==> config.mk <==
export PLATFORM = sky130hd
export DESIGN_NAME = trb_read_block
export DESIGN_NICKNAME = d
export VERILOG_FILES = /design/src/rtl/trb_edge_sync.v /design/src/rtl/trb_read_block.v
export VERILOG_INCLUDE_DIRS = /design/src /design/src/rtl
export SDC_FILE = /design/constraint.sdc
export NUM_CORES = 1
export LEC_CHECK = 0
export ABC_AREA = 1
export BUFFER_PORTS_ARGS = -buffer_cell sky130_fd_sc_hd__buf_2
export CAP_MARGIN = 15
export CORE_UTILIZATION = 63
export DETAILED_ROUTE_END_ITERATION = 10
export HOLD_SLACK_MARGIN = 0.08
export MAX_ROUTING_LAYER = met4
export PLACE_DENSITY = 0.84
export SETUP_SLACK_MARGIN = 0.05
export SYNTH_ARGS = -nofsm -noshare
export SYNTH_HDL_FRONTEND = slang
export SYNTH_SLANG_ARGS = --single-unit
==> constraint.sdc <==
create_clock -name clk -period 4.09 [get_ports clk]
set_input_delay 0.2045 -clock clk [delete_from_list [all_inputs] [get_ports clk]]
set_output_delay 0.2045 -clock clk [all_outputs]
set_load 0.03 [all_outputs]
==> src/rtl/trb_consts.vh <==
// Constants for the tape read-block transfer logic: timing counts, codes.
// Assumes a 40 MHz clock; included by bare name from the rtl folder.
`ifndef TRB_CONSTS_VH
`define TRB_CONSTS_VH
`define TRB_CLK_MHZ 40
`define TRB_SETUP_NS 90
`define TRB_SETUP_CYC ((`TRB_SETUP_NS * `TRB_CLK_MHZ + 999) / 1000)
`define TRB_BUF_TIMEOUT_MS 75
`define TRB_BUF_TIMEOUT_CYC (`TRB_BUF_TIMEOUT_MS * `TRB_CLK_MHZ * 1000)
`define TRB_RETRY_0 2'b00
`define TRB_RETRY_5 2'b01
`define TRB_RETRY_10 2'b10
`define TRB_RETRY_15 2'b11
`define TRB_CNT_5 4'h5
`define TRB_CNT_10 4'hA
`define TRB_CNT_15 4'hF
`define TRB_BLK_DATA 2'b00
`define TRB_BLK_MARK 2'b01
`define TRB_BLK_ID 2'b10
`define TRB_BLK_NONE 2'b11
`endif

==> src/rtl/trb_edge_sync.v <==
// Two-stage synchroniser with rising-edge pulse for host handshake lines.
// Assumes the input may change at any time relative to clk.
`timescale 1ns/1ps
module trb_edge_sync (
    clk,
    rst_b,
    async,
    level,
    rise
);
    input clk;
    input rst_b;
    input async;
    output level;
    output rise;
    reg meta;
    reg level;
    reg prev;
    // Second stage alone feeds the edge detector to keep metastability out
    always @(posedge clk or negedge rst_b) begin
        if (!rst_b) begin
            meta <= 1'b0;
            level <= 1'b0;
            prev <= 1'b0;
        end else begin
            meta <= async;
            level <= meta;
            prev <= level;
        end
    end
    assign rise = level & ~prev;
endmodule

==> src/rtl/trb_read_block.v <==
// Read-block command engine: forward and backward, cached and uncached.
// Assumes a decoder/cache front end presenting bytes with valid strobes,
// and a host on the four-phase request/acknowledge data bus.
`timescale 1ns/1ps
`include "trb_consts.vh"
module trb_read_block #(
    parameter TIMEOUT_CYC = `TRB_BUF_TIMEOUT_CYC
) (
    clk,
    rst_b,
    readForwardBlockCmd,
    readBackwardBlockCmd,
    cachedMode,
    cacheDataMode,
    atBeginningOfTape,
    retrySelect,
    twoMarkSync,
    blkKind,
    blkStart,
    idBad,
    idDensity,
    dataIn,
    dataValid,
    dataLast,
    charError,
    endOfTapeMarker,
    hostRequested,
    transferAcknowledge,
    hostStop,
    dataOut,
    dataOe,
    transferRequest,
    busy,
    tapeForward,
    tapeReverse,
    rereadReq,
    readAheadEn,
    endOfDataPulse,
    overrunStatus,
    crcError,
    dataCheckFlag,
    tapeMarkStatus,
    blockPulse,
    rejectFlag,
    identificationBurstFlag,
    density,
    statusValid
);
    input clk;
    input rst_b;
    input readForwardBlockCmd;
    input readBackwardBlockCmd;
    input cachedMode;
    input cacheDataMode;
    input atBeginningOfTape;
    input [1:0] retrySelect;
    input twoMarkSync;
    input [1:0] blkKind;
    input blkStart;
    input idBad;
    input [1:0] idDensity;
    input [7:0] dataIn;
    input dataValid;
    input dataLast;
    input charError;
    input endOfTapeMarker;
    input hostRequested;
    input transferAcknowledge;
    input hostStop;
    output [7:0] dataOut;
    output dataOe;
    output transferRequest;
    output busy;
    output tapeForward;
    output tapeReverse;
    output rereadReq;
    output readAheadEn;
    output endOfDataPulse;
    output overrunStatus;
    output crcError;
    output dataCheckFlag;
    output tapeMarkStatus;
    output blockPulse;
    output rejectFlag;
    output identificationBurstFlag;
    output [1:0] density;
    output statusValid;

    localparam S_IDLE = 7'b0000001;
    localparam S_ID = 7'b0000010;
    localparam S_WAITBLK = 7'b0000100;
    localparam S_SETUP = 7'b0001000;
    localparam S_REQ = 7'b0010000;
    localparam S_DRAIN = 7'b0100000;
    localparam S_END = 7'b1000000;
    localparam SETUP_N = `TRB_SETUP_CYC;

    reg [6:0] state;
    reg [7:0] dataOut;
    reg dataOe;
    reg transferRequest;
    reg busy;
    reg tapeForward;
    reg tapeReverse;
    reg rereadReq;
    reg readAheadEn;
    reg endOfDataPulse;
    reg overrunStatus;
    reg crcError;
    reg dataCheckFlag;
    reg tapeMarkStatus;
    reg blockPulse;
    reg rejectFlag;
    reg identificationBurstFlag;
    reg [1:0] density;
    reg statusValid;
    reg [7:0] holdByte;
    reg holdFull;
    reg hostDone;
    reg eodSeen;
    reg backward;
    reg [2:0] setupCnt;
    reg [3:0] retryCnt;
    reg [31:0] waitCnt;
    reg markSeen;
    reg failedBlk;
    reg markHalt;
    wire ackLevel;
    wire ackRise;
    wire stopLevel;
    wire stopRise;

    // Acknowledge and stop are taken from the host clock-free; resync here
    trb_edge_sync ackSync (
        .clk(clk),
        .rst_b(rst_b),
        .async(transferAcknowledge),
        .level(ackLevel),
        .rise(ackRise)
    );
    trb_edge_sync stopSync (
        .clk(clk),
        .rst_b(rst_b),
        .async(hostStop),
        .level(stopLevel),
        .rise(stopRise)
    );

    // Retry limit from the two-bit selection
    function [3:0] retryLimit;
        input [1:0] sel;
        begin
            case (sel)
                `TRB_RETRY_5: retryLimit = `TRB_CNT_5;
                `TRB_RETRY_10: retryLimit = `TRB_CNT_10;
                `TRB_RETRY_15: retryLimit = `TRB_CNT_15;
                default: retryLimit = 4'h0;
            endcase
        end
    endfunction

    wire taken = ackRise | stopRise;
    wire timedOut = cachedMode && (waitCnt >= TIMEOUT_CYC - 1);

    // Main command sequencer
    always @(posedge clk or negedge rst_b) begin
        if (!rst_b) begin
            state <= S_IDLE;
            dataOut <= 8'h00;
            dataOe <= 1'b0;
            transferRequest <= 1'b0;
            busy <= 1'b0;
            tapeForward <= 1'b0;
            tapeReverse <= 1'b0;
            rereadReq <= 1'b0;
            readAheadEn <= 1'b0;
            endOfDataPulse <= 1'b0;
            overrunStatus <= 1'b0;
            crcError <= 1'b0;
            dataCheckFlag <= 1'b0;
            tapeMarkStatus <= 1'b0;
            blockPulse <= 1'b0;
            rejectFlag <= 1'b0;
            identificationBurstFlag <= 1'b0;
            density <= 2'b00;
            statusValid <= 1'b0;
            holdByte <= 8'h00;
            holdFull <= 1'b0;
            hostDone <= 1'b0;
            eodSeen <= 1'b0;
            backward <= 1'b0;
            setupCnt <= 3'h0;
            retryCnt <= 4'h0;
            waitCnt <= 32'h00000000;
            markSeen <= 1'b0;
            failedBlk <= 1'b0;
            markHalt <= 1'b0;
        end else begin
            endOfDataPulse <= 1'b0;
            blockPulse <= 1'b0;
            rereadReq <= 1'b0;
            // Read-ahead runs in cached mode after a forward read until end of tape or marks halt it
            if (!cachedMode || endOfTapeMarker) begin
                readAheadEn <= 1'b0;
            end
            // Byte holding stage: one byte beyond the one on the bus
            if (dataValid && (state == S_SETUP || state == S_REQ ||
                    state == S_WAITBLK || state == S_DRAIN)) begin
                if (charError) begin
                    crcError <= 1'b1;
                end
                if (hostDone) begin
                    holdFull <= holdFull;
                end else if (holdFull && state != S_DRAIN) begin
                    // A drain in this cycle frees the slot, so only other states overrun
                    overrunStatus <= 1'b1;
                    crcError <= 1'b1;
                    dataCheckFlag <= 1'b1;
                end else begin
                    holdByte <= dataIn;
                    holdFull <= 1'b1;
                end
                if (dataLast) begin
                    eodSeen <= 1'b1;
                    endOfDataPulse <= 1'b1;
                end
            end
            case (state)
                S_IDLE: begin
                    statusValid <= statusValid & ~(readForwardBlockCmd | readBackwardBlockCmd);
                    if (readBackwardBlockCmd && (atBeginningOfTape ||
                            (cachedMode && cacheDataMode))) begin
                        rejectFlag <= 1'b1;
                        statusValid <= 1'b1;
                    end else if (readForwardBlockCmd || readBackwardBlockCmd) begin
                        busy <= 1'b1;
                        backward <= readBackwardBlockCmd;
                        tapeForward <= readForwardBlockCmd;
                        tapeReverse <= readBackwardBlockCmd;
                        rejectFlag <= 1'b0;
                        overrunStatus <= 1'b0;
                        crcError <= 1'b0;
                        dataCheckFlag <= 1'b0;
                        tapeMarkStatus <= 1'b0;
                        holdFull <= 1'b0;
                        hostDone <= 1'b0;
                        eodSeen <= 1'b0;
                        retryCnt <= 4'h0;
                        failedBlk <= 1'b0;
                        markHalt <= 1'b0;
                        if (readForwardBlockCmd && atBeginningOfTape) begin
                            identificationBurstFlag <= 1'b1;
                            state <= S_ID;
                        end else begin
                            state <= S_WAITBLK;
                        end
                    end
                end
                S_ID: begin
                    if (blkStart) begin
                        identificationBurstFlag <= 1'b0;
                        if (idBad) begin
                            rejectFlag <= 1'b1;
                            dataCheckFlag <= 1'b1;
                            state <= S_END;
                        end else begin
                            density <= idDensity;
                            state <= S_WAITBLK;
                        end
                    end
                end
                S_WAITBLK: begin
                    if (blkStart) begin
                        case (blkKind)
                            `TRB_BLK_MARK: begin
                                tapeMarkStatus <= 1'b1;
                                blockPulse <= 1'b1;
                                if (cachedMode && (!twoMarkSync || markSeen)) begin
                                    readAheadEn <= 1'b0;
                                    markHalt <= 1'b1;
                                end
                                markSeen <= ~markSeen & twoMarkSync;
                                state <= S_END;
                            end
                            `TRB_BLK_ID: begin
                                dataCheckFlag <= backward;
                                state <= S_END;
                            end
                            default: begin
                                markSeen <= 1'b0;
                                state <= S_DRAIN;
                            end
                        endcase
                    end
                end
                S_DRAIN: begin
                    // After a stop the rest of the block is still checked up to end of data
                    if (eodSeen && (hostDone || !holdFull)) begin
                        state <= S_END;
                    end else if (holdFull && !hostDone) begin
                        dataOut <= holdByte;
                        dataOe <= 1'b1;
                        holdFull <= dataValid;
                        setupCnt <= 3'h0;
                        state <= S_SETUP;
                    end
                end
                S_SETUP: begin
                    setupCnt <= setupCnt + 3'h1;
                    if (setupCnt == SETUP_N[2:0] - 3'h1 && !ackLevel && !stopLevel) begin
                        transferRequest <= 1'b1;
                        waitCnt <= 32'h00000000;
                        state <= S_REQ;
                    end
                end
                S_REQ: begin
                    waitCnt <= waitCnt + 32'h00000001;
                    if (taken) begin
                        transferRequest <= 1'b0;
                        hostDone <= stopRise;
                        state <= S_DRAIN;
                    end else if (timedOut) begin
                        transferRequest <= 1'b0;
                        rejectFlag <= 1'b1;
                        hostDone <= 1'b1;
                        state <= S_DRAIN;
                    end
                end
                S_END: begin
                    // Whole block checked; retry in read-ahead only for unrequested records
                    if (cachedMode && !hostRequested && crcError && !backward &&
                            retryCnt < retryLimit(retrySelect)) begin
                        retryCnt <= retryCnt + 4'h1;
                        rereadReq <= 1'b1;
                        crcError <= 1'b0;
                        holdFull <= 1'b0;
                        eodSeen <= 1'b0;
                        hostDone <= 1'b0;
                        state <= S_WAITBLK;
                    end else if (!ackLevel && !stopLevel) begin
                        if (cachedMode && crcError && !hostRequested) begin
                            failedBlk <= 1'b1;
                        end
                        dataCheckFlag <= dataCheckFlag | crcError | failedBlk;
                        tapeForward <= 1'b0;
                        tapeReverse <= 1'b0;
                        dataOe <= 1'b0;
                        statusValid <= 1'b1;
                        busy <= 1'b0;
                        readAheadEn <= cachedMode & ~backward & ~endOfTapeMarker &
                                ~markHalt;
                        state <= S_IDLE;
                    end
                end
                default: state <= S_IDLE;
            endcase
        end
    end
endmodule

Word-level counts from Yosys, hierarchy flattened
Index checks and enable logic that the tools add are counted.
- input bits: 31
- word-level logic and storage cells: 293
- output and inout port bits: 26
- register bits after elaboration: 93
- mux-type cells: 131
- eq/ne operators: 35
- reduce and logical (&&, ||, !) cells: 62
- $lt $le $gt $ge: 2
- add/subtract/negate cells: 3
- bitwise operators: 24
- operators with widths (operator ; count):
    two-way mux 7 bit ; 13
    two-way mux 1 bit ; 87
    case mux 32 bit (2 select lines) ; 1
    case mux 7 bit (7 select lines) ; 1
    adder 32 x 1 -> 32 bit, second input constant ; 1
    >= comparator 32 x 22 -> 1 bit, second input constant ; 1
    two-way mux 32 bit ; 1
    case mux 1 bit (2 select lines) ; 14
    != test 2 bit, second input constant ; 13
    AND reduction 5 bit ; 5
    AND reduction 3 bit ; 8
    logical AND 1 bit ; 18
    AND reduction 6 bit ; 3
    two-way mux 4 bit ; 4
    inverter 1 bit ; 13
    case mux 4 bit (3 select lines) ; 1
    nonzero test 2 bit ; 6
    two-way mux 3 bit ; 3
    != test 3 bit, second input constant ; 3
    case mux 1 bit (3 select lines) ; 3
    zero test 1 bit ; 8
    logical OR 1 bit ; 8
    != test 2 x 1 -> 1 bit, second input constant ; 4
    case mux 4 bit (2 select lines) ; 1
    other kinds (24) ; 37

Depth between registers and ports, before layout
- depth after elaboration: 9
- gate-level depth with buffers: 14
- mapped depth without buffers: 14

By module
From an unflattened synthesis, not the netlist that was laid out.
- cell total of the unflattened synthesis: 639
- area total of the unflattened synthesis: 5099.9 um2
- modules (own cells, without submodules) (module ; times used ; area each (um2) ; cells an instance):
    trb_read_block ; 1 ; 4929.7 ; 629
    trb_edge_sync ; 2 ; 85.1 ; 5

Worst setup path before layout
OpenSTA, ideal clock, no wires.
- kind: register to register
- from: register waitCnt[0]
- to: register waitCnt[30]
- buffers on the path: 0
- setup slack: 2.473 ns
- clock period less this slack: 1.617 ns
- required time: 4.007 ns
- data arrival time: 1.534 ns
- stages on the path, launching flop included: 11
- path through: dfrtp_1 ha_1 nand2_1 nor2_2 inv_1 nor2_1 inv_1 nor2_1 nand2_1 xor2_1 o21ai_0
- longest elaborated chain between the ends: 2
- ends and longest elaborated chain (what ; line ; RTL):
    start, declared ; trb_read_block.v:124 ; reg [31:0] waitCnt;
    start signal, assigned ; trb_read_block.v:317 ; waitCnt <= waitCnt + 32'h00000001;
    adder 32 x 1 -> 32 bit ; trb_read_block.v:317 ;
    case mux 32 bit (2 select lines) ; trb_read_block.v:228 ; case (state)
Every way passes these cells.
A chain may end at the register's enable or synchronous reset.

Worst setup path in the final report
- from: register state[0]
- to: register waitCnt[29]
- longest elaborated chain between the ends: 3
- elaborated cells on any way between the ends: 6
- those cells by class: 3 x eq/ne; 1 x mux; 2 x reduce/logical
- ends and longest elaborated chain (what ; line ; RTL):
    start, declared ; trb_read_block.v:98 ; reg [6:0] state;
    start signal, assigned ; trb_read_block.v:168 ; state <= S_IDLE;
    start signal, assigned ; trb_read_block.v:253 ; state <= S_ID;
    start signal, assigned ; trb_read_block.v:255 ; state <= S_WAITBLK;
    equality test 7 x 4 -> 1 bit or equality test 7 x 5 -> 1 bit (tied branches) ; trb_read_block.v:228 ;
    != test 2 x 1 -> 1 bit (no source line) or nonzero test 2 bit (tied branches) ; n/a ;
    AND reduction 2 bit (no source line) ; n/a ;
Parallel ways exist; a longest one is shown, timed or not.

==> key figures <==
Logic synthesis
  – Warnings, synthesis: 0
  – Post-synth top area cell: dfrtp_1
  – Most used DFF post-synth: dfrtp_1
  – Top post-synthesis cells by area: dfrtp_1, nand2_1, inv_1
  – Async S/R FF share, synth: 100%
  – Post-synth EDFFs: 0
  – #FFs+latches synth: 93
  – Yosys top cell area share: 45.0%
  – Syn avg cell area: 7.78 um^2
  – Cells after synthesis: 658
  – Cell variety after synth: 43
  – Syn Nets: 698
  – Sequential cell area fraction in the yosys report: 45.5%
  – Synthesized area: 5120 um^2

Routing
  – Starting DRT DRC Count: 326
  – Vias per cell: 5.62
  – Routed Antenna Nets: 0
  – First drt pass iteration count: 5
  – Via count: 4717
  – DR DRC count: 0
  – Wirelength per Cell: 15.0 um
  – DRT Wirelength: 12600 um

Critical path
  – Cell breakdown of the critical path: nor2_1, nand2_2, inv_2, nand2_2, nand2_1, inv_2, nand2_1, o21ai_0
  – Crit-path max cell delay: 0.60 ns
  – Worst R2R Start: state[0]
  – Slowest CP cell: nand2_1
  – Setup crit end kind: register
  – Data arrival, critical path: 2.71 ns
  – Reg2reg path depth: 8
  – Reg-to-Reg End: waitCnt[29]
  – CP max FO: 29
  – Slack of the worst reg-to-reg path: 1.64 ns
  – Crit path required time: 4.35 ns
  – Startpoint types: register
  – Critical path class: reg2reg

Final layout
  – Final non-filler cell total: 840
  – Commonest cells after routing, fill and taps aside: nand2_1, dfrtp_1, inv_1
  – Nets@finish: 773
  – Share of cells above drive strength 1: 15.3%
  – ANT cells: 0
  – Area delta synth->final: 14.3%
  – Most common cell after layout, fill and taps aside: nand2_1

Timing
  – Fin crit share: 59.8%
  – Final setup margin: 1.64 ns
  – Slew Limit Fails: 0
  – Setup TNS: 0 ns
  – Final setup violation count: 0
  – Worst Tran Pin Value: 0.760 ns
  – Slew margin rel.: 49.2%
  – Fmax: 409 MHz
  – Final Hold Viols: 0
  – Hold slack: 0.107 ns
  – Min cycle time layout: 2.45 ns
  – RSZ-0062 raised after global routing: false
  – Layout Skew: 0.0135 ns

Floorplanning
  – Full die area: 8490 um^2
  – Die Y: 92.1 um
  – # rows: 32
  – Die X: 92.1 um
  – IO Count: 57
  – Core Region: 7810 um^2
  – Initial Utilization: 65.5%

Pwr
  – Design Power: 0.00297 W
  – Clock network power share: 23.5%
  – Power Dens Cells: 508 nW/um^2
  – Sw frac: 40.0%
  – Leak: 2.89 nW
  – Net Sw Power: 0.00119 W
  – Reg power frac: 41.6%
  – Maximum vdd ir drop: 0.450 mV
  – Power Internal: 0.00178 W
  – Combinational share of power: 35.0%

Global routing
  – Number of global-route vias before repair: 4647
  – Total GRT Usage: 33.0%
  – First-pass GRT wire length: 21300 um
  – Initial antenna violation count: 0
  – Largest net degree at the start of global routing: 54
  – Global route overflow: 0

Hold path
  – Class of the tightest hold or removal check: in2reg
  – Min-delay src: twoMarkSync
  – Hold path cells: 3
  – Hold Path End: markSeen

Clocking
  – Worst-skew pair later-pin latency: 0.37 ns
  – H-tree depth: 3
  – Number of gates resized after cts: 0
  – Clock sink total: 93
  – # Post-CTS Setup Buffers: 0
  – Clock Tree Buf Depth: 2
  – CTS tree: done
  – CTS Root Cell: clkbuf_8
  – Reg clk slew, reported paths: 0.10 ns
  – Hold Buf Count CTS: 14
  – TritonCTS buffer count: 9

Status
  – Run status: complete, no violations

Place
  – Port bufs: 56
  – Placed insts: 810
  – RD Place Congestion: 1.00
  – Final HPWL DP: 9140 um
  – Setup WS pre-CTS: 1.72 ns

Run
  – Max_cap viols: 0
state kept, by name (all words and copies together) (netlist names), 2 cells and up:
| signal | cells |
|---|---|
| state | 7 |
| retryCnt | 4 |
| holdByte | 8 |
| dataOut | 8 |
| waitCnt | 32 |
| setupCnt | 3 |
| density | 2 |
per-layer routing:
metal  wire length, um  GRT usage, %
met3               824          4.64
met1              5600          42.6
met2              5890          53.3
met5                 0             -
met4               259          12.5
cell usage after synthesis, types with 3 or more instances:
| cell | instances |
|---|---|
| nand2_1 | 186 |
| nor2_1 | 63 |
| nor2_4 | 5 |
| a21oi_1 | 12 |
| nand4_1 | 12 |
| inv_2 | 12 |
| nor3_1 | 24 |
| nor3_2 | 4 |
| o22ai_1 | 15 |
| xor2_1 | 21 |
| nand2_2 | 9 |
| inv_1 | 75 |
| o31ai_1 | 4 |
| o21ai_1 | 7 |
| nand3_1 | 42 |
| nor2_2 | 3 |
| o21ai_0 | 26 |
| a31oi_1 | 5 |
| dfrtp_1 | 92 |
| ha_1 | 9 |
critical path: cells and delay by family, from the launching register on:
kind | cells | cell delay, ns
and+or+nand+nor | 5 | 1.30
AOI/OAI and AO/OA | 1 | 0.10
buffers and inverters | 2 | 0.36
DFF | 1 | 0.56
cells by family (layout without fill, tap and decap cells):
| logic type | count (synthesis) | after routing | synth area share (%) |
|---|---|---|---|
| AO/OA/AOI/OAI | 79 | 79 | 9.14 |
| XOR/XNOR | 23 | 23 | 3.94 |
| adder cells (fa/ha/maj) | 9 | 9 | 2.20 |
| buffers and inverters | 95 | 175 | 7.38 |
| flip-flops | 93 | 93 | 45.5 |
| multiplexers | 2 | 2 | 0.440 |
| AND/OR/NAND/NOR | 357 | 357 | 31.4 |
power groups by stage:
stage               registers [W]  clock network [W]  logic, W
detailed placement        0.00125                  0   0.00102
global route              0.00126           0.000734   0.00116
floorplan                 0.00140                  0  0.000574
finish                    0.00124           0.000699   0.00104
global placement          0.00124                  0  0.000987
CTS                       0.00123           0.000704   0.00104
layout make-up:
type	count	area, um^2
Clock buffer	10	128
Clock inverter	6	93.8
Fill cell	596	1960
Inverter	88	330
Multi-Input combinational cell	470	2410
Sequential cell	93	2330
Tap cell	102	128
Timing Repair Buffer	71	430
stage by stage:
stage | util, % | area, um^2
after floorplan | - | 5120
after global placement | 70.3 | 5490
after detailed placement | 70.3 | 5490
after CTS | 74.9 | 5850
after global routing | 74.9 | 5850
final | 74.9 | 5850
how the worst max path moves through the flow:
stage	start	endpoint	slack, ns	cells after the start
2_1_floorplan	waitCnt[0]	waitCnt[30]	2.47	10
3_3_place_gp	state[0]	waitCnt[25]	1.81	8
3_5_place_dp	state[0]	waitCnt[29]	1.72	8
4_1_cts	state[0]	waitCnt[29]	1.69	8
5_1_grt	state[3]	waitCnt[29]	1.48	8
6_report	state[0]	waitCnt[29]	1.64	8
No activity file was read; power rests on OpenSTA's default activity.
